===== config.mk =====
export PLATFORM = sky130hd
export DESIGN_NAME = cpp_pad_port
export DESIGN_NICKNAME = d
export VERILOG_FILES = /design/src/shared/cpp_pkg.sv /design/src/design/cpp_pad_port.sv /design/src/design/cpp_sync.sv /design/src/design/cpp_fsd_seq.sv
export VERILOG_INCLUDE_DIRS = /design/src /design/src/shared
export SDC_FILE = /design/constraint.sdc
export NUM_CORES = 1
export LEC_CHECK = 0
export BUFFER_PORTS_ARGS = -buffer_cell sky130_fd_sc_hd__buf_2
export CAP_MARGIN = 40
export CORE_MARGIN = 2
export CORE_UTILIZATION = 49
export CTS_CLUSTER_DIAMETER = 200
export CTS_CLUSTER_SIZE = 8
export DETAILED_ROUTE_END_ITERATION = 8
export PLACE_DENSITY_LB_ADDON = 0.05
export SYNTH_ARGS = -nofsm -noshare
export SYNTH_HDL_FRONTEND = slang
export SYNTH_SLANG_ARGS = --single-unit

===== constraint.sdc =====
create_clock -name clk_sys -period 2.1 [get_ports clk_sys]
set_input_delay 0.105 -clock clk_sys [delete_from_list [all_inputs] [get_ports clk_sys]]
set_output_delay 0.105 -clock clk_sys [all_outputs]
set_load 0.01 [all_outputs]

===== src/shared/cpp_regs.svh =====
// register map, field positions and reset values of the pad port
// assumes a 32-bit axi4-lite slave with byte addresses on 8 bits
//
// Notes on behaviour
// - input read returns present pad level (code reads 0 for output and alternate pads)
// - output pad: software writes or reads level
// - alternate pad driven by internal function only
// - reset: inputs with pull-down; pad one alternate (code resets alt to 0, so pad one comes up a plain input)
// - output pads drive both levels
// - any pad selectable as shut-down source
// - high-to-low edge on source starts shut-down
// - software command also starts shut-down
// - shut-down closes storage, then powers off quietly
`ifndef CPP_REGS_SVH
`define CPP_REGS_SVH

`define CPP_OFF_DIR 8'h00
`define CPP_OFF_ALT 8'h04
`define CPP_OFF_OUT 8'h08
`define CPP_OFF_IN 8'h0c
`define CPP_OFF_PULL 8'h10
`define CPP_OFF_SCFG 8'h14
`define CPP_OFF_SCTL 8'h18
`define CPP_OFF_IRQ_ST 8'h1c
`define CPP_OFF_IRQ_MK 8'h20

`define CPP_SCFG_SEL_LSB 0
`define CPP_SCFG_SEL_W 4
`define CPP_SCFG_HWEN_BIT 4
`define CPP_SCTL_GO_BIT 0
`define CPP_SCTL_BUSY_BIT 0
`define CPP_SCTL_FLUSH_BIT 1
`define CPP_SCTL_OFF_BIT 2

`define CPP_IRQ_HW_BIT 0
`define CPP_IRQ_SW_BIT 1
`define CPP_IRQ_OFF_BIT 2
`define CPP_IRQ_W 3

`define CPP_DIR_RST 1'b0
`define CPP_ALT_RST 1'b0
`define CPP_OUT_RST 1'b0
`define CPP_PULL_RST 1'b1
`define CPP_SEL_RST 4'h0
`define CPP_HWEN_RST 1'b0
`define CPP_IRQ_RST 3'h0

`endif


===== src/shared/cpp_pkg.sv =====
// types shared by the pad port and its shut-down sequencer
// assumes the constants header is included by the modules
package cpp_pkg;

  typedef enum logic [2:0] {
    CPP_FSD_IDLE = 3'b001,
    CPP_FSD_FLUSH = 3'b010,
    CPP_FSD_OFF = 3'b100
  } cpp_fsd_state_type;

  typedef enum logic [1:0] {
    CPP_RESP_OKAY = 2'b00,
    CPP_RESP_SLVERR = 2'b10
  } cpp_resp_type;

endpackage


===== src/design/cpp_pad_port.sv =====
// configurable pad port with fast shut-down trigger and axi4-lite registers
// assumes pad_in is the pad level, pad_out/pad_oe drive a push-pull buffer
// and pad_pd enables the weak pull-down of each pad
`timescale 1ns/1ns
`include "cpp_regs.svh"
module cpp_pad_port #(
  parameter int N = 10,
  parameter int ADDR_W = 8,
  parameter logic [15:0] ALT_MASK = 16'h0001
) (
  input wire logic clk_sys,
  input wire logic rst,
  input wire logic [ADDR_W-1:0] s_axi_awaddr,
  input wire logic s_axi_awvalid,
  output logic s_axi_awready,
  input wire logic [31:0] s_axi_wdata,
  input wire logic [3:0] s_axi_wstrb,
  input wire logic s_axi_wvalid,
  output logic s_axi_wready,
  output logic [1:0] s_axi_bresp,
  output logic s_axi_bvalid,
  input wire logic s_axi_bready,
  input wire logic [ADDR_W-1:0] s_axi_araddr,
  input wire logic s_axi_arvalid,
  output logic s_axi_arready,
  output logic [31:0] s_axi_rdata,
  output logic [1:0] s_axi_rresp,
  output logic s_axi_rvalid,
  input wire logic s_axi_rready,
  input wire logic [N-1:0] pad_in,
  output logic [N-1:0] pad_out,
  output logic [N-1:0] pad_oe,
  output logic [N-1:0] pad_pd,
  input wire logic [N-1:0] alt_out,
  input wire logic [N-1:0] alt_oe,
  input wire logic flush_ack,
  output logic flush_req,
  output logic power_off,
  output logic irq
);

  // ------------------------------------------------------------
  // parameter checks
  // ------------------------------------------------------------
  if (N < 1 || N > 16) begin : g_bad_n
    $error("pad count must be 1 to 16");
  end
  if (ADDR_W < 6 || ADDR_W > 8) begin : g_bad_aw
    $error("address width must be 6 to 8");
  end

  // ------------------------------------------------------------
  // state
  // ------------------------------------------------------------
  typedef struct packed {
    logic [N-1:0] dir;
    logic [N-1:0] alt;
    logic [N-1:0] outv;
    logic [N-1:0] pull;
    logic [N-1:0] prev;
    logic [3:0] sel;
    logic hw_en;
    logic sw_go;
    logic hw_go;
    logic off_prev;
    logic [2:0] irq_st;
    logic [2:0] irq_mk;
    logic aw_ok;
    logic [ADDR_W-1:0] awa;
    logic w_ok;
    logic [31:0] wd;
    logic [3:0] ws;
    logic awrdy;
    logic wrdy;
    logic bvalid;
    logic [1:0] bresp;
    logic arrdy;
    logic rvalid;
    logic [31:0] rdata;
    logic [1:0] rresp;
    logic [N-1:0] pout;
    logic [N-1:0] poe;
    logic [N-1:0] ppd;
    logic irq;
  } cpp_port_st_type;

  cpp_port_st_type st_q;
  cpp_port_st_type st_d;

  logic [N-1:0] pad_sync;
  logic seq_busy;
  logic seq_flush;
  logic seq_off;

  localparam logic [N-1:0] ALT_OK = ALT_MASK[N-1:0];

  // ------------------------------------------------------------
  // helpers
  // ------------------------------------------------------------
  function automatic logic is_mapped(input logic [ADDR_W-1:0] a);
    logic [7:0] b;
    b = 8'(a);
    is_mapped = (b[1:0] == 2'b00) && (b <= `CPP_OFF_IRQ_MK);
  endfunction

  function automatic logic is_writable(input logic [ADDR_W-1:0] a);
    logic [7:0] b;
    b = 8'(a);
    is_writable = is_mapped(a) && (b != `CPP_OFF_IN);
  endfunction

  function automatic logic [31:0] strb_mask(input logic [3:0] s);
    strb_mask = {{8{s[3]}}, {8{s[2]}}, {8{s[1]}}, {8{s[0]}}};
  endfunction

  function automatic logic [31:0] merge(input logic [31:0] old,
                                        input logic [31:0] nw,
                                        input logic [3:0] s);
    logic [31:0] m;
    m = strb_mask(s);
    merge = (old & ~m) | (nw & m);
  endfunction

  // ------------------------------------------------------------
  // submodules
  // ------------------------------------------------------------
  cpp_sync #(
    .W(N)
  ) u_sync (
    .clk_sys(clk_sys),
    .rst(rst),
    .din(pad_in),
    .dout(pad_sync)
  );

  cpp_fsd_seq u_seq (
    .clk_sys(clk_sys),
    .rst(rst),
    .start(st_q.sw_go | st_q.hw_go),
    .flush_ack(flush_ack),
    .busy(seq_busy),
    .flush_req(seq_flush),
    .power_off(seq_off)
  );

  // ------------------------------------------------------------
  // next state
  // ------------------------------------------------------------
  always_comb begin
    logic [7:0] wa;
    logic [7:0] ra;
    logic [31:0] rv;
    logic [31:0] wv;
    logic do_wr;
    logic sel_ok;
    logic [2:0] ev;
    logic [2:0] clr;
    wa = 8'(st_q.awa);
    ra = 8'(s_axi_araddr);
    rv = 32'h0;
    wv = 32'h0;
    do_wr = 1'b0;
    sel_ok = 1'b0;
    ev = 3'h0;
    clr = 3'h0;
    st_d = st_q;
    st_d.sw_go = 1'b0;

    // write channel capture, address and data in either order
    if (s_axi_awvalid && st_q.awrdy) begin
      st_d.aw_ok = 1'b1;
      st_d.awa = s_axi_awaddr;
    end
    if (s_axi_wvalid && st_q.wrdy) begin
      st_d.w_ok = 1'b1;
      st_d.wd = s_axi_wdata;
      st_d.ws = s_axi_wstrb;
    end
    if (st_q.bvalid && s_axi_bready) begin
      st_d.bvalid = 1'b0;
    end
    if (st_q.aw_ok && st_q.w_ok && !st_q.bvalid) begin
      do_wr = is_writable(st_q.awa);
      st_d.aw_ok = 1'b0;
      st_d.w_ok = 1'b0;
      st_d.bvalid = 1'b1;
      st_d.bresp = do_wr ? cpp_pkg::CPP_RESP_OKAY : cpp_pkg::CPP_RESP_SLVERR;
    end

    // register writes
    if (do_wr) begin
      unique case (wa)
        `CPP_OFF_DIR: begin
          wv = merge(32'(st_q.dir), st_q.wd, st_q.ws);
          st_d.dir = wv[N-1:0];
        end
        `CPP_OFF_ALT: begin
          wv = merge(32'(st_q.alt), st_q.wd, st_q.ws);
          st_d.alt = wv[N-1:0] & ALT_OK;
        end
        `CPP_OFF_OUT: begin
          wv = merge(32'(st_q.outv), st_q.wd, st_q.ws);
          st_d.outv = wv[N-1:0];
        end
        `CPP_OFF_PULL: begin
          wv = merge(32'(st_q.pull), st_q.wd, st_q.ws);
          st_d.pull = wv[N-1:0];
        end
        `CPP_OFF_SCFG: begin
          if (st_q.ws[0]) begin
            st_d.sel = st_q.wd[`CPP_SCFG_SEL_LSB +: `CPP_SCFG_SEL_W];
            st_d.hw_en = st_q.wd[`CPP_SCFG_HWEN_BIT];
          end
        end
        `CPP_OFF_SCTL: begin
          st_d.sw_go = st_q.ws[0] & st_q.wd[`CPP_SCTL_GO_BIT];
        end
        `CPP_OFF_IRQ_ST: begin
          if (st_q.ws[0]) begin
            clr = st_q.wd[2:0];
          end
        end
        `CPP_OFF_IRQ_MK: begin
          if (st_q.ws[0]) begin
            st_d.irq_mk = st_q.wd[2:0];
          end
        end
        default: begin
          wv = 32'h0;
        end
      endcase
    end

    // read channel
    if (st_q.rvalid && s_axi_rready) begin
      st_d.rvalid = 1'b0;
    end
    if (s_axi_arvalid && st_q.arrdy) begin
      unique case (ra)
        `CPP_OFF_DIR: rv = 32'(st_q.dir);
        `CPP_OFF_ALT: rv = 32'(st_q.alt);
        `CPP_OFF_OUT: rv = 32'(st_q.outv);
        `CPP_OFF_IN: rv = 32'(pad_sync & ~st_q.dir & ~st_q.alt);
        `CPP_OFF_PULL: rv = 32'(st_q.pull);
        `CPP_OFF_SCFG: rv = 32'({st_q.hw_en, st_q.sel});
        `CPP_OFF_SCTL: rv = 32'({seq_off, seq_flush, seq_busy});
        `CPP_OFF_IRQ_ST: rv = 32'(st_q.irq_st);
        `CPP_OFF_IRQ_MK: rv = 32'(st_q.irq_mk);
        default: rv = 32'h0;
      endcase
      st_d.rvalid = 1'b1;
      st_d.rdata = rv;
      st_d.rresp = is_mapped(s_axi_araddr) ? cpp_pkg::CPP_RESP_OKAY : cpp_pkg::CPP_RESP_SLVERR;
    end

    // shut-down trigger from the selected pad
    st_d.prev = pad_sync;
    sel_ok = (32'(st_q.sel) < N);
    st_d.hw_go = 1'b0;
    if (st_q.hw_en && sel_ok) begin
      st_d.hw_go = st_q.prev[st_q.sel] & ~pad_sync[st_q.sel];
    end

    // interrupt events; a set in the clearing cycle wins
    st_d.off_prev = seq_off;
    ev[`CPP_IRQ_HW_BIT] = st_q.hw_go;
    ev[`CPP_IRQ_SW_BIT] = st_q.sw_go;
    ev[`CPP_IRQ_OFF_BIT] = seq_off & ~st_q.off_prev;
    st_d.irq_st = (st_q.irq_st & ~clr) | ev;
    st_d.irq = |(st_d.irq_st & st_d.irq_mk);

    // ready flags registered from the next state
    st_d.awrdy = !st_d.aw_ok && !st_d.bvalid;
    st_d.wrdy = !st_d.w_ok && !st_d.bvalid;
    st_d.arrdy = !st_d.rvalid;

    // pad drive
    for (int i = 0; i < N; i++) begin
      if (st_d.alt[i]) begin
        st_d.pout[i] = alt_out[i];
        st_d.poe[i] = alt_oe[i];
      end else if (st_d.dir[i]) begin
        st_d.pout[i] = st_d.outv[i];
        st_d.poe[i] = 1'b1;
      end else begin
        st_d.pout[i] = 1'b0;
        st_d.poe[i] = 1'b0;
      end
      st_d.ppd[i] = st_d.pull[i] & ~st_d.poe[i];
    end
    if (seq_off) begin
      // nothing is driven once power is cut
      st_d.poe = '0;
      st_d.pout = '0;
      st_d.ppd = '0;
    end
  end

  // ------------------------------------------------------------
  // registers
  // ------------------------------------------------------------
  always_ff @(posedge clk_sys) begin
    if (rst) begin
      st_q <= '0;
      st_q.dir <= {N{`CPP_DIR_RST}};
      st_q.alt <= {N{`CPP_ALT_RST}};
      st_q.outv <= {N{`CPP_OUT_RST}};
      st_q.pull <= {N{`CPP_PULL_RST}};
      st_q.ppd <= {N{`CPP_PULL_RST}};
      st_q.sel <= `CPP_SEL_RST;
      st_q.hw_en <= `CPP_HWEN_RST;
      st_q.irq_st <= `CPP_IRQ_RST;
      st_q.irq_mk <= `CPP_IRQ_RST;
    end else begin
      st_q <= st_d;
    end
  end

  // ------------------------------------------------------------
  // outputs
  // ------------------------------------------------------------
  assign s_axi_awready = st_q.awrdy;
  assign s_axi_wready = st_q.wrdy;
  assign s_axi_bvalid = st_q.bvalid;
  assign s_axi_bresp = st_q.bresp;
  assign s_axi_arready = st_q.arrdy;
  assign s_axi_rvalid = st_q.rvalid;
  assign s_axi_rdata = st_q.rdata;
  assign s_axi_rresp = st_q.rresp;
  assign pad_out = st_q.pout;
  assign pad_oe = st_q.poe;
  assign pad_pd = st_q.ppd;
  assign flush_req = seq_flush;
  assign power_off = seq_off;
  assign irq = st_q.irq;

endmodule


===== src/design/cpp_sync.sv =====
// two-stage synchroniser for a vector of pad levels
// assumes pad levels may change at any time relative to clk_sys
`timescale 1ns/1ns
module cpp_sync #(
  parameter int W = 10
) (
  input wire logic clk_sys,
  input wire logic rst,
  input wire logic [W-1:0] din,
  output logic [W-1:0] dout
);

  typedef struct packed {
    logic [W-1:0] s1;
    logic [W-1:0] s2;
  } cpp_sync_st_type;

  cpp_sync_st_type st_q;
  cpp_sync_st_type st_d;

  always_comb begin
    st_d = st_q;
    st_d.s1 = din;
    st_d.s2 = st_q.s1;
  end

  always_ff @(posedge clk_sys) begin
    if (rst) begin
      st_q <= '0;
    end else begin
      st_q <= st_d;
    end
  end

  assign dout = st_q.s2;

endmodule


===== src/design/cpp_fsd_seq.sv =====
// fast shut-down sequencer: close storage, then cut power
// assumes the storage side holds flush_ack high once it is closed
`timescale 1ns/1ns
module cpp_fsd_seq (
  input wire logic clk_sys,
  input wire logic rst,
  input wire logic start,
  input wire logic flush_ack,
  output logic busy,
  output logic flush_req,
  output logic power_off
);

  typedef struct packed {
    cpp_pkg::cpp_fsd_state_type state;
    logic busy;
    logic flush_req;
    logic power_off;
  } cpp_seq_st_type;

  cpp_seq_st_type st_q;
  cpp_seq_st_type st_d;

  always_comb begin
    st_d = st_q;
    unique case (st_q.state)
      cpp_pkg::CPP_FSD_IDLE: begin
        if (start) begin
          st_d.state = cpp_pkg::CPP_FSD_FLUSH;
        end
      end
      cpp_pkg::CPP_FSD_FLUSH: begin
        if (flush_ack) begin
          st_d.state = cpp_pkg::CPP_FSD_OFF;
        end
      end
      cpp_pkg::CPP_FSD_OFF: begin
        st_d.state = cpp_pkg::CPP_FSD_OFF;
      end
      default: begin
        st_d.state = cpp_pkg::CPP_FSD_IDLE;
      end
    endcase
    st_d.busy = (st_d.state != cpp_pkg::CPP_FSD_IDLE);
    st_d.flush_req = (st_d.state == cpp_pkg::CPP_FSD_FLUSH);
    st_d.power_off = (st_d.state == cpp_pkg::CPP_FSD_OFF);
  end

  always_ff @(posedge clk_sys) begin
    if (rst) begin
      st_q.state <= cpp_pkg::CPP_FSD_IDLE;
      st_q.busy <= 1'b0;
      st_q.flush_req <= 1'b0;
      st_q.power_off <= 1'b0;
    end else begin
      st_q <= st_d;
    end
  end

  assign busy = st_q.busy;
  assign flush_req = st_q.flush_req;
  assign power_off = st_q.power_off;

endmodule


==> results of run 1 <==
-- repair_timing --
| item | 4_1_cts | 5_1_grt |
|---|---|---|
| gates resized for setup | 6 | 16 |
| hold buffers | 42 | 0 |
| endpoints found under the setup margin | 4 | 20 |
| setup buffers | 0 | 1 |
| endpoints found under the hold margin | 44 | 0 |
| pin swaps | 1 | 2 |
-- cells in the final DEF (no fill, tap or decap), drive strengths merged, types with 9 or more instances in the layout --
| master | instances |
|---|---|
| buf | 161 |
| dfxtp | 160 |
| nand2 | 78 |
| a21oi | 47 |
| dlygate4sd3 | 42 |
| nor2b | 36 |
| o31ai | 30 |
| inv | 29 |
| nor2 | 28 |
| mux2i | 27 |
| nand4 | 26 |
| conb | 24 |
| nand3 | 21 |
| clkbuf | 19 |
| nor4 | 17 |
| and2 | 15 |
| and3 | 12 |
| nor3 | 10 |
| a311oi | 9 |
| or4 | 9 |
| a31oi | 9 |
-- registers in the layout, indices dropped and copies added (netlist names), 3 cells and up --
register	cells
st_q	86
pad_oe	10
pad_out	10
pad_pd	10
s_axi_rdata	10
u_sync.dout	10
u_sync.st_d	10
u_seq.st_q	3
-- cell type report --
type / count / share of cell area, %
flip-flops and latches: 160 / 35.4
clock buffers: 19 / 4.89
well taps: 184 / 2.54
multi-input cells: 527 / 38.8
repair buffers: 203 / 15.4
clock inverters: 13 / 1.91
inverters: 25 / 1.04
-- layer usage --
metal	wire length, um	up-vias	GRT usage, %
met4	910	0	14.4
met5	0	-	0
met1	9130	3130	33.9
met3	1580	57	5.65
met2	10600	304	44.7
li1	-	3110	-
-- worst register-to-register path, cell delays in order, from the launching register on --
cell and delay (ns):
dfxtp_1 0.31, or4_4 0.53, buf_6 0.16, o31a_1 0.32
or2_4 0.26, o41ai_4 0.40
-- power breakdown --
group	switching, mW	leakage (nW)	total [mW]	internal, mW
combinational	0.376	2.15	0.643	0.267
clock	1.30	0.299	3.23	1.92
sequential	0.0486	1.30	3.14	3.09
total	1.73	3.75	7.01	5.28
-- per-stage QoR --
step	worst slack [ns]	hold slack [ns]
6_report	-0.00909	0.0378
4_1_cts	0.0109	0.00706
3_5_place_dp	-0.0734	0.318
2_1_floorplan	0.0901	0.233
5_1_grt	-0.0536	0.0275
3_3_place_gp	-0.0630	0.311
-- path summary, 6_finish.rpt --
kind	to	cells after the start
worst max-delay path	pad_out[0]	5
worst min-delay path	pad_pd[0]	3
worst max register to register	pad_out[0]	5
worst min register to register	u_sync.dout[3]	1
-- cells by family after synthesis --
kind of cell	share of synthesized area, %
other cells	0.0510
buf+inv	11.5
compound gates	17.5
mux	4.44
simple gates	22.9
flops	43.6
==> results.md, run 1 <==
- Placed Area: 0.00790 sq mm
- Vias in the first global route: 6260
- Starting density of the core: 50.4%
- Die width: 126 um
- Slowest stage delay, CP: 0.53 ns
- Max Slew Vio Count: 0
- Placer Congestion: 0.901
- Post-synth EDFFs: 0
- Tmin final: 2.11 ns
- Fin cells: 1131
- YS warnings: 0
- RSZ-0062 raised after global routing: true
- Rows: 44
- Port Buffers: 115
- CORE AREA: 0.0146 sq mm
- Final Cell Area: 0.00906 sq mm
- Total CTS buffers: 17
- IO Pins: 164
- Post-route antenna net violation count: 0
- Later-pin clock latency in the skew report: 0.43 ns
- Clk buf depth: 2
- H-tree levels: 4
- Cell count after synthesis: 816
- Final setup margin: -0.00909 ns
- Period utilization: 100%
- Worst Setup End Kind: flop
- DP HPWL: 15.5 mm
- Die Ht: 126 um
- Final wirelength: 22.3 mm
- Die Area: 0.0160 sq mm
- Top_reg_cell synth: dfxtp_1
- Cell type with the largest total area after synthesis: dfxtp_1
- Worst r2r src: st_q[113]
- Clk slew on worst S/H paths: 0.07 ns
- Outcome: finished, violations left
- Most frequent cells after synthesis: dfxtp_1 (160), nand2_1 (78), buf_4 (67)
- Total grt overflow: 0
- Via count: 6601
- Finished Core Util: 62.1%
- Critical-path cell list: or4_4 > buf_6 > o31a_1 > or2_4 > o41ai_4
- Clock sinks: 160
- GR Util All Layers: 27.3%
- Relative slew slack: 37.5%
- Sequential-to-total area share from yosys stat: 43.6%
- Startpoint Class: flop
- Final setup viols: 1
- Fill count: 1304
- Most frequent cell after synthesis: dfxtp_1
- Post-route clock skew: 0.00758 ns
- Top-area cell type share of the netlist area: 43.6%
- Failing checks: negative setup slack
- Fraction of layout cells with a size suffix above 1: 25.3%
- Setup CP Type: flop to flop
- CP Data Arrival Time: 2.42 ns
- Async S/R FF share, synth: 0%
- Dpl cells: 1056
- PnR Total Power: 7.01 mW
- Register-to-Register Setup Slack: -0.009 ns
- Distinct cells, synth: 78
- Nets: 1024
- Leak pwr: 3.75 nW
- Area of all sequential standard cells: 0.00320 sq mm
- Setup_tns: -0.00909 ns
- CP startpoint: st_q[113]
- Dominant cells by area after synthesis: dfxtp_1 (44%), buf_4 (6.8%), nand2_1 (4.0%)
- Worst-margin pin slew: 0.934 ns
- CP Max Fanout: 10
- Syn Area/Cell: 9.00 sq um
- CP Buf/Inv Count: 1
- Peak supply drop: 0.000583 V
- DRC viols: 0
- Hold WC Path Type: input pin to flop
- Slowest stage cell on the critical path: or4_4
- Pwr/cell area: 774 mW/mm^2
- Area used by multi-input combinational logic: 0.00352 sq mm
- CTS tree: yes
- DRT iter0 DRCs: 589
- Initial antenna violation count: 0
- Data required, critical path: 2.41 ns
- Critical path's top delay family: simple AND/OR/NAND/NOR gates
- Ant diodes: 0
- Layout area overhead: 23.3%
- TritonRoute pass-1 iters: 6
- Register bit total from synthesis: 160
- Routed len/inst: 19.7 um
- Mean number of vias per cell: 5.84
- Hold Vio Cnt, Final: 0
- Mapped Area: 0.00735 sq mm
- Hold_sp: alt_oe[0]
- First-pass GRT wire length: 33.7 mm
- Total of max-cap violations: 0
- Peak Freq: 0.474 GHz
- Largest net degree at the start of global routing: 36
- Root Buffer: clkbuf_16
No activity file was read; power rests on OpenSTA's default activity.
==> run 2: changes to the inputs <==
Settings changed: CORE_UTILIZATION 49 to 51, SYNTH_HIERARCHICAL set to 1.
Clock period 2.1 ns to 2.25 ns, I/O delays scaled along.
==> results.md, run 2 <==
- Peak Freq: 0.455 GHz (was 0.474 GHz)
- CORE AREA: 0.0138 sq mm (was 0.0146 sq mm)
- Die Ht: 122 um (was 126 um)
- Worst Setup End Kind: flop (unchanged)
- YS warnings: 6 (was 0)
- Pwr/cell area: 724 mW/mm^2 (was 774 mW/mm^2)
- Most frequent cell after synthesis: dfxtp_1 (unchanged)
- Most frequent cells in the layout: dfxtp_1 (158), buf_2 (114), nand2_1 (90) (was dfxtp_1 (159), buf_2 (115), nand2_1 (78))
- Period utilization: 97.6% (was 100%)
- Worst R2R End: pad_pd[9] (was pad_out[0])
- Register bit total from synthesis: 160 (unchanged)
- Post-route antenna net violation count: 0 (unchanged)
- Dpl cells: 1023 (was 1056)
- Final setup margin: 0.0542 ns (was -0.00909 ns)
- Max Slew Vio Count: 0 (unchanged)
- Critical path's top delay family: simple AND/OR/NAND/NOR gates (unchanged)
- Largest net degree at the start of global routing: 33 (was 36)
- Cell type with the largest total area after synthesis: dfxtp_1 (unchanged)
- IO Pins: 164 (unchanged)
- Top_reg_cell synth: dfxtp_1 (unchanged)
- Final wirelength: 19.4 mm (was 22.3 mm)
- Total CTS buffers: 17 (unchanged)
- Startpoint Class: flop (unchanged)
- Peak supply drop: 0.000485 V (was 0.000583 V)
- Global routing usage on met3: 5.20% (was 5.65%)
- CP Max Fanout: 6 (was 10)
- Routed len/inst: 17.7 um (was 19.7 um)
- Slowest stage cell on the critical path: or4b_2 (was or4_4)
- Fraction of layout cells with a size suffix above 1: 25.8% (was 25.3%)
- Mean number of vias per cell: 5.45 (was 5.84)
- Fin cells: 1096 (was 1131)
- Tmin final: 2.20 ns (was 2.11 ns)
- Die width: 122 um (was 126 um)
- CP Capture Point: pad_pd[9] (was pad_out[0])
- DRT iter0 DRCs: 414 (was 589)
- DP HPWL: 13.7 mm (was 15.5 mm)
- Top-area cell type share of the netlist area: 44.8% (was 43.6%)
- Clk slew on worst S/H paths: 0.06 ns (was 0.07 ns)
- Setup CP Type: flop to flop (unchanged)
- Pre-CTS setup slack: 0.0190 ns (was -0.0734 ns)
- Hold Vio Cnt, Final: 0 (unchanged)
- Top reg by flops: st_q (unchanged)
- Data required, critical path: 2.57 ns (was 2.41 ns)
- Post-route clock skew: 0.00797 ns (was 0.00758 ns)
- Placer Congestion: 0.902 (was 0.901)
- First-pass GRT wire length: 29.6 mm (was 33.7 mm)
- Nets: 993 (was 1024)
- Final setup viols: 0 (was 1)
- Met2 usage: 42.7% (was 44.7%)
- Clk buf depth: 2 (unchanged)
- Largest register FFs: 86 (unchanged)
- Rows: 43 (was 44)
- Post-CTS Setup Bufs: 0 (unchanged)
- Grt peak-use layer: met2 (unchanged)
- Layout area overhead: 22.0% (was 23.3%)
- RSZ-0062 raised after global routing: true (unchanged)
- Cell count after synthesis: 776 (was 816)
- Total of max-cap violations: 0 (unchanged)
- Syn Area/Cell: 9.21 sq um (was 9.00 sq um)
- H-tree levels: 4 (unchanged)
- Clock sinks: 160 (unchanged)
- GR Util All Layers: 26.3% (was 27.3%)
- CTS tree: yes (unchanged)
- Most frequent cells after synthesis: dfxtp_1 (160), nand2_1 (90), nor2_1 (69) (was dfxtp_1 (160), nand2_1 (78), buf_4 (67))
- Die Area: 0.0150 sq mm (was 0.0160 sq mm)
- Commonest non-fill, non-tap cell in the layout: dfxtp_1 (unchanged)
- Later-pin clock latency in the skew report: 0.43 ns (about the same)
- Async S/R FF share, synth: 0% (unchanged)
- Critical-path cell list: or4b_4 > or4b_2 > mux2i_1 > nor2_1 > a21o_1 (was or4_4 > buf_6 > o31a_1 > or2_4 > o41ai_4)
- TritonRoute pass-1 iters: 7 (was 6)
- Register-to-Register Setup Slack: 0.05 ns (was -0.009 ns)
- Slowest stage delay, CP: 0.69 ns (was 0.53 ns)
- Initial antenna violation count: 0 (unchanged)
- DRC viols: 0 (unchanged)
- Worst r2r src: st_q[116] (was st_q[113])
- Starting density of the core: 51.9% (was 50.4%)
- Port Buffers: 115 (unchanged)
- Dominant cells by area after synthesis: dfxtp_1 (45%), buf_4 (6.9%), mux2i_1 (6.3%) (was dfxtp_1 (44%), buf_4 (6.8%), nand2_1 (4.0%))
- CP Buf/Inv Count: 0 (was 1)
- Vias in the first global route: 5684 (was 6260)
- CP startpoint: st_q[116] (was st_q[113])
- Outcome: finished, final reports clean (was finished, violations left)
- Sequential-to-total area share from yosys stat: 44.8% (was 43.6%)
- Leak pwr: 3.67 nW (was 3.75 nW)
- Mapped Area: 0.00715 sq mm (was 0.00735 sq mm)
- Worst-margin pin slew: 0.708 ns (was 0.934 ns)
- Relative slew slack: 52.8% (was 37.5%)
- Ant diodes: 0 (unchanged)
- Finished Core Util: 63.3% (was 62.1%)
- Root Buffer: clkbuf_16 (unchanged)
- Logic depth of the worst path, buffers included: 5 (unchanged)
- Hold WC Path Type: input pin to flop (unchanged)
- CP Data Arrival Time: 2.52 ns (was 2.42 ns)
- Met1 usage in global routing: 34.3% (was 33.9%)
- Via count: 5969 (was 6601)
- Distinct cells, synth: 68 (was 78)
- Post-synth EDFFs: 0 (unchanged)
- Total grt overflow: 0 (unchanged)
- Worst R2R Path Depth: 5 (unchanged)
[run 2: cell type report]
cell class,instances,area (sq um)
flip-flops and latches,160,3210
well taps,180,225
repair buffers,195,1310
clock buffers,19,443
inverters,6,22.5
fillers,1252,5050
multi-input cells,523,3370
clock inverters,13,151
[run 2: logic make-up after synthesis]
kind of cell	synth area share (%)
DFF	44.8
buffers and inverters	10.1
muxes	7.09
AOI/OAI and AO/OA	15.2
other	0.0524
and+or+nand+nor	22.8
[run 2: through the flow]
step | TNS (ns) | total power [mW] | instance area, sq um | hold WS (ns)
after floorplan | -0.0128 | 3.28 | 7240 | 0.185
after global placement | 0 | 3.40 | 7660 | 0.320
after detailed placement | 0 | 3.41 | 7660 | 0.327
after CTS | 0 | 6.34 | 8660 | 0.000527
after global routing | -0.000159 | 6.53 | 8720 | 0.0123
final | 0 | 6.32 | 8720 | 0.0128
[run 2: worst min-delay path by stage]
| stage | start | endpoint | depth (start not counted) |
|---|---|---|---|
| finish | flush_ack | u_seq/power_off | 3 |
| floorplan | rst | u_seq/flush_req | 1 |
| global placement | pad_in[3] | u_sync/st_d[3] | 2 |
| detailed placement | pad_in[8] | u_sync/st_d[8] | 2 |
| global route | flush_ack | u_seq/st_q[4] | 3 |
| CTS | flush_ack | u_seq/st_q[4] | 3 |
[run 2: worst register-to-register path, stage by stage (launching register included)]
cell and delay, ns:
dfxtp_1 0.36, or4b_4 0.57, or4b_2 0.69, mux2i_1 0.23
nor2_1 0.06, a21o_1 0.17
[run 2: per-layer routing]
layer,vias up,wire [um]
li1,2902,-
met1,2836,8570
met2,202,9250
met3,29,1030
met4,0,510
met5,-,0
[run 2: what timing repair did]
action | 4_1_cts | 5_1_grt
hold endpoints to repair | 42 | 0
resized for setup | 0 | 12
hold buffers | 41 | 0
endpoints found under the setup margin | 0 | 19
[run 2: power by group]
group,leakage [nW],internal (mW),switching (mW)
clock,0.283,1.69,1.22
combinational,2.08,0.206,0.267
sequential,1.30,2.89,0.0551
total,3.67,4.78,1.54
==> run 3: changes to the inputs <==
Settings changed: CORE_UTILIZATION 51 to 40, CTS_CLUSTER_DIAMETER 200 to 50.
==> results.md, run 3 (synthesis results as in run 2) <==
- Worst Setup End Kind: flop (unchanged)
- Via count: 6017 (was 5969)
- Register-to-Register Setup Slack: 0.07 ns (was 0.05 ns)
- Total grt overflow: 0 (unchanged)
- Worst R2R Path Depth: 7 (was 5)
- Slowest stage delay, CP: 0.56 ns (was 0.69 ns)
- Largest register FFs: 86 (unchanged)
- CP Max Fanout: 7 (was 6)
- Total of max-cap violations: 0 (unchanged)
- CORE AREA: 0.0174 sq mm (was 0.0138 sq mm)
- Clock Power Share: 46.8% (was 45.9%)
- Sw Ratio: 24.0% (was 24.3%)
- Total CTS buffers: 17 (unchanged)
- Max Slew Vio Count: 0 (unchanged)
- Final wirelength: 20.1 mm (was 19.4 mm)
- First-pass GRT wire length: 31.3 mm (was 29.6 mm)
- Root Buffer: clkbuf_16 (unchanged)
- PnR Total Power: 6.46 mW (was 6.32 mW)
- Final setup margin: 0.0726 ns (was 0.0542 ns)
- Vias in the first global route: 5837 (was 5684)
- Startpoint Class: flop (unchanged)
- Die width: 138 um (was 122 um)
- Period utilization: 96.8% (was 97.6%)
- Starting density of the core: 41.1% (was 51.9%)
- Most frequent cells in the layout: dfxtp_1 (157), buf_2 (114), nand2_1 (90) (was dfxtp_1 (158), buf_2 (114), nand2_1 (90))
- Data required, critical path: 2.58 ns (was 2.57 ns)
- Sw power: 1.55 mW (was 1.54 mW)
- Tmin final: 2.18 ns (was 2.20 ns)
- Outcome: finished, final reports clean (unchanged)
- Hold EP: st_q[120] (was u_seq/power_off)
- DP HPWL: 14.6 mm (was 13.7 mm)
- Placed Area: 0.00780 sq mm (was 0.00766 sq mm)
- Logic pwr share: 7.6% (was 7.5%)
- Int Pwr: 4.91 mW (was 4.78 mW)
- Logic depth of the worst path, buffers included: 7 (was 5)
- Final Cell Area: 0.00899 sq mm (was 0.00872 sq mm)
- Critical path's top delay family: simple AND/OR/NAND/NOR gates (unchanged)
- Rows: 48 (was 43)
- Placer Congestion: 0.834 (was 0.902)
- Hold_sp: rst (was flush_ack)
- CTS tree: yes (unchanged)
- Layout area overhead: 25.7% (was 22.0%)
- Port Buffers: 115 (unchanged)
- TritonRoute pass-1 iters: 4 (was 7)
- Mean number of vias per cell: 5.22 (was 5.45)
- Post-route antenna net violation count: 0 (unchanged)
- Hold Vio Cnt, Final: 0 (unchanged)
- RSZ-0062 raised after global routing: true (unchanged)
- H-tree levels: 4 (unchanged)
- Setup CP Type: flop to flop (unchanged)
- IO Pins: 164 (unchanged)
- DRT iter0 DRCs: 356 (was 414)
- Critical-path cell list: or4b_4 > nor4_4 > buf_6 > buf_12 > mux2i_4 > a21oi_2 > o31ai_2 (was or4b_4 > or4b_2 > mux2i_1 > nor2_1 > a21o_1)
- Top reg by flops: st_q (unchanged)
- Hold Path Depth: 2 (was 3)
- Clock sinks: 160 (unchanged)
- Relative slew slack: 49.8% (was 52.8%)
- Die Ht: 138 um (was 122 um)
- Worst R2R End: pad_pd[7] (was pad_pd[9])
- Fraction of layout cells with a size suffix above 1: 27.4% (was 25.8%)
- Routed len/inst: 17.4 um (was 17.7 um)
- GR Util All Layers: 21.8% (was 26.3%)
- Pwr/cell area: 718 mW/mm^2 (was 724 mW/mm^2)
- Later-pin clock latency in the skew report: 0.42 ns (was 0.43 ns)
- Peak supply drop: 0.000575 V (was 0.000485 V)
- Commonest non-fill, non-tap cell in the layout: dfxtp_1 (unchanged)
- Pre-CTS setup slack: -0.0175 ns (was 0.0190 ns)
- Post-route clock skew: 0.00616 ns (was 0.00797 ns)
- CP Data Arrival Time: 2.51 ns (was 2.52 ns)
- Initial antenna violation count: 1 (was 0)
- Clk buf depth: 2 (unchanged)
- Leak pwr: 3.74 nW (was 3.67 nW)
- Worst-margin pin slew: 0.752 ns (was 0.708 ns)
- Nets: 1004 (was 993)
- Clk slew on worst S/H paths: 0.07 ns (was 0.06 ns)
- Slowest stage cell on the critical path: or4b_4 (was or4b_2)
- Largest net degree at the start of global routing: 68 (was 33)
- Peak Freq: 0.459 GHz (was 0.455 GHz)
- CP Buf/Inv Count: 2 (was 0)
- Worst r2r src: st_q[109] (was st_q[116])
- DRC viols: 0 (unchanged)
- Final setup viols: 0 (unchanged)
- Hold WC Path Type: input pin to flop (unchanged)
- Die Area: 0.0190 sq mm (was 0.0150 sq mm)
- Reg power frac: 45.5% (was 46.6%)
==> run 3: cell count changes in the layout (fill, tap and decap cells not counted), sizes merged <==
cell	change
buf	+9
bufinv	+1
clkinv	+2
clkinvlp	-1
diode	+1
dlygate4sd3	+2
inv	-2
==> run 3: cell type report <==
type,count,area (sq um)
timing repair buffer,206,1430
inverter,6,22.5
clock inverter,13,178
sequential,160,3210
multi-input combinational,523,3420
antenna,1,2.50
fill,1673,8430
clock buffer,19,443
tap,225,282
==> run 3: per-stage QoR <==
step	cells	setup TNS [ns]	hold slack [ns]	utilization [%]
2_1_floorplan	799	-0.0128	0.185	-
3_3_place_gp	1076	0	0.320	44.8
3_5_place_dp	1076	-0.0175	0.326	44.8
4_1_cts	1151	0	0.0243	50.9
5_1_grt	1152	-0.0506	0.0417	51.6
6_report	1153	0	0.0413	51.6
==> run 3: power by group through the flow <==
stage,Sequential (mW),Combinational (mW),Clock (mW)
global placement,3.00,0.415,0
CTS,2.94,0.479,3.09
detailed placement,3.00,0.420,0
finish,2.94,0.491,3.02
floorplan,2.98,0.297,0
global route,2.95,0.539,3.21
==> run 3: how the worst max path moves through the flow <==
stage	startpoint	end	slack (ns)
after floorplan	st_q[111]	pad_pd[6]	-0.01
after global placement	st_q[116]	pad_out[9]	0.03
after detailed placement	st_q[116]	pad_out[9]	-0.02
after CTS	st_q[109]	pad_pd[3]	0.01
after global routing	st_q[109]	pad_pd[7]	-0.04
final	st_q[109]	pad_pd[7]	0.07
==> run 3: metal layers <==
metal | global-route usage [%] | up-vias | share of wire [%]
met2 | 36.1 | 173 | 48
li1 | - | 2938 | -
met1 | 28.3 | 2880 | 45
met3 | 3.68 | 26 | 4.5
met4 | 8.33 | 0 | 2.6
met5 | 0 | - | 0
==> run 3: what timing repair did <==
action | in CTS | in global routing
resized for setup | 1 | 26
pin swaps | 0 | 2
hold endpoints to repair | 47 | 0
setup buffers | 0 | 1
setup endpoints to repair | 1 | 20
hold buffers | 43 | 0
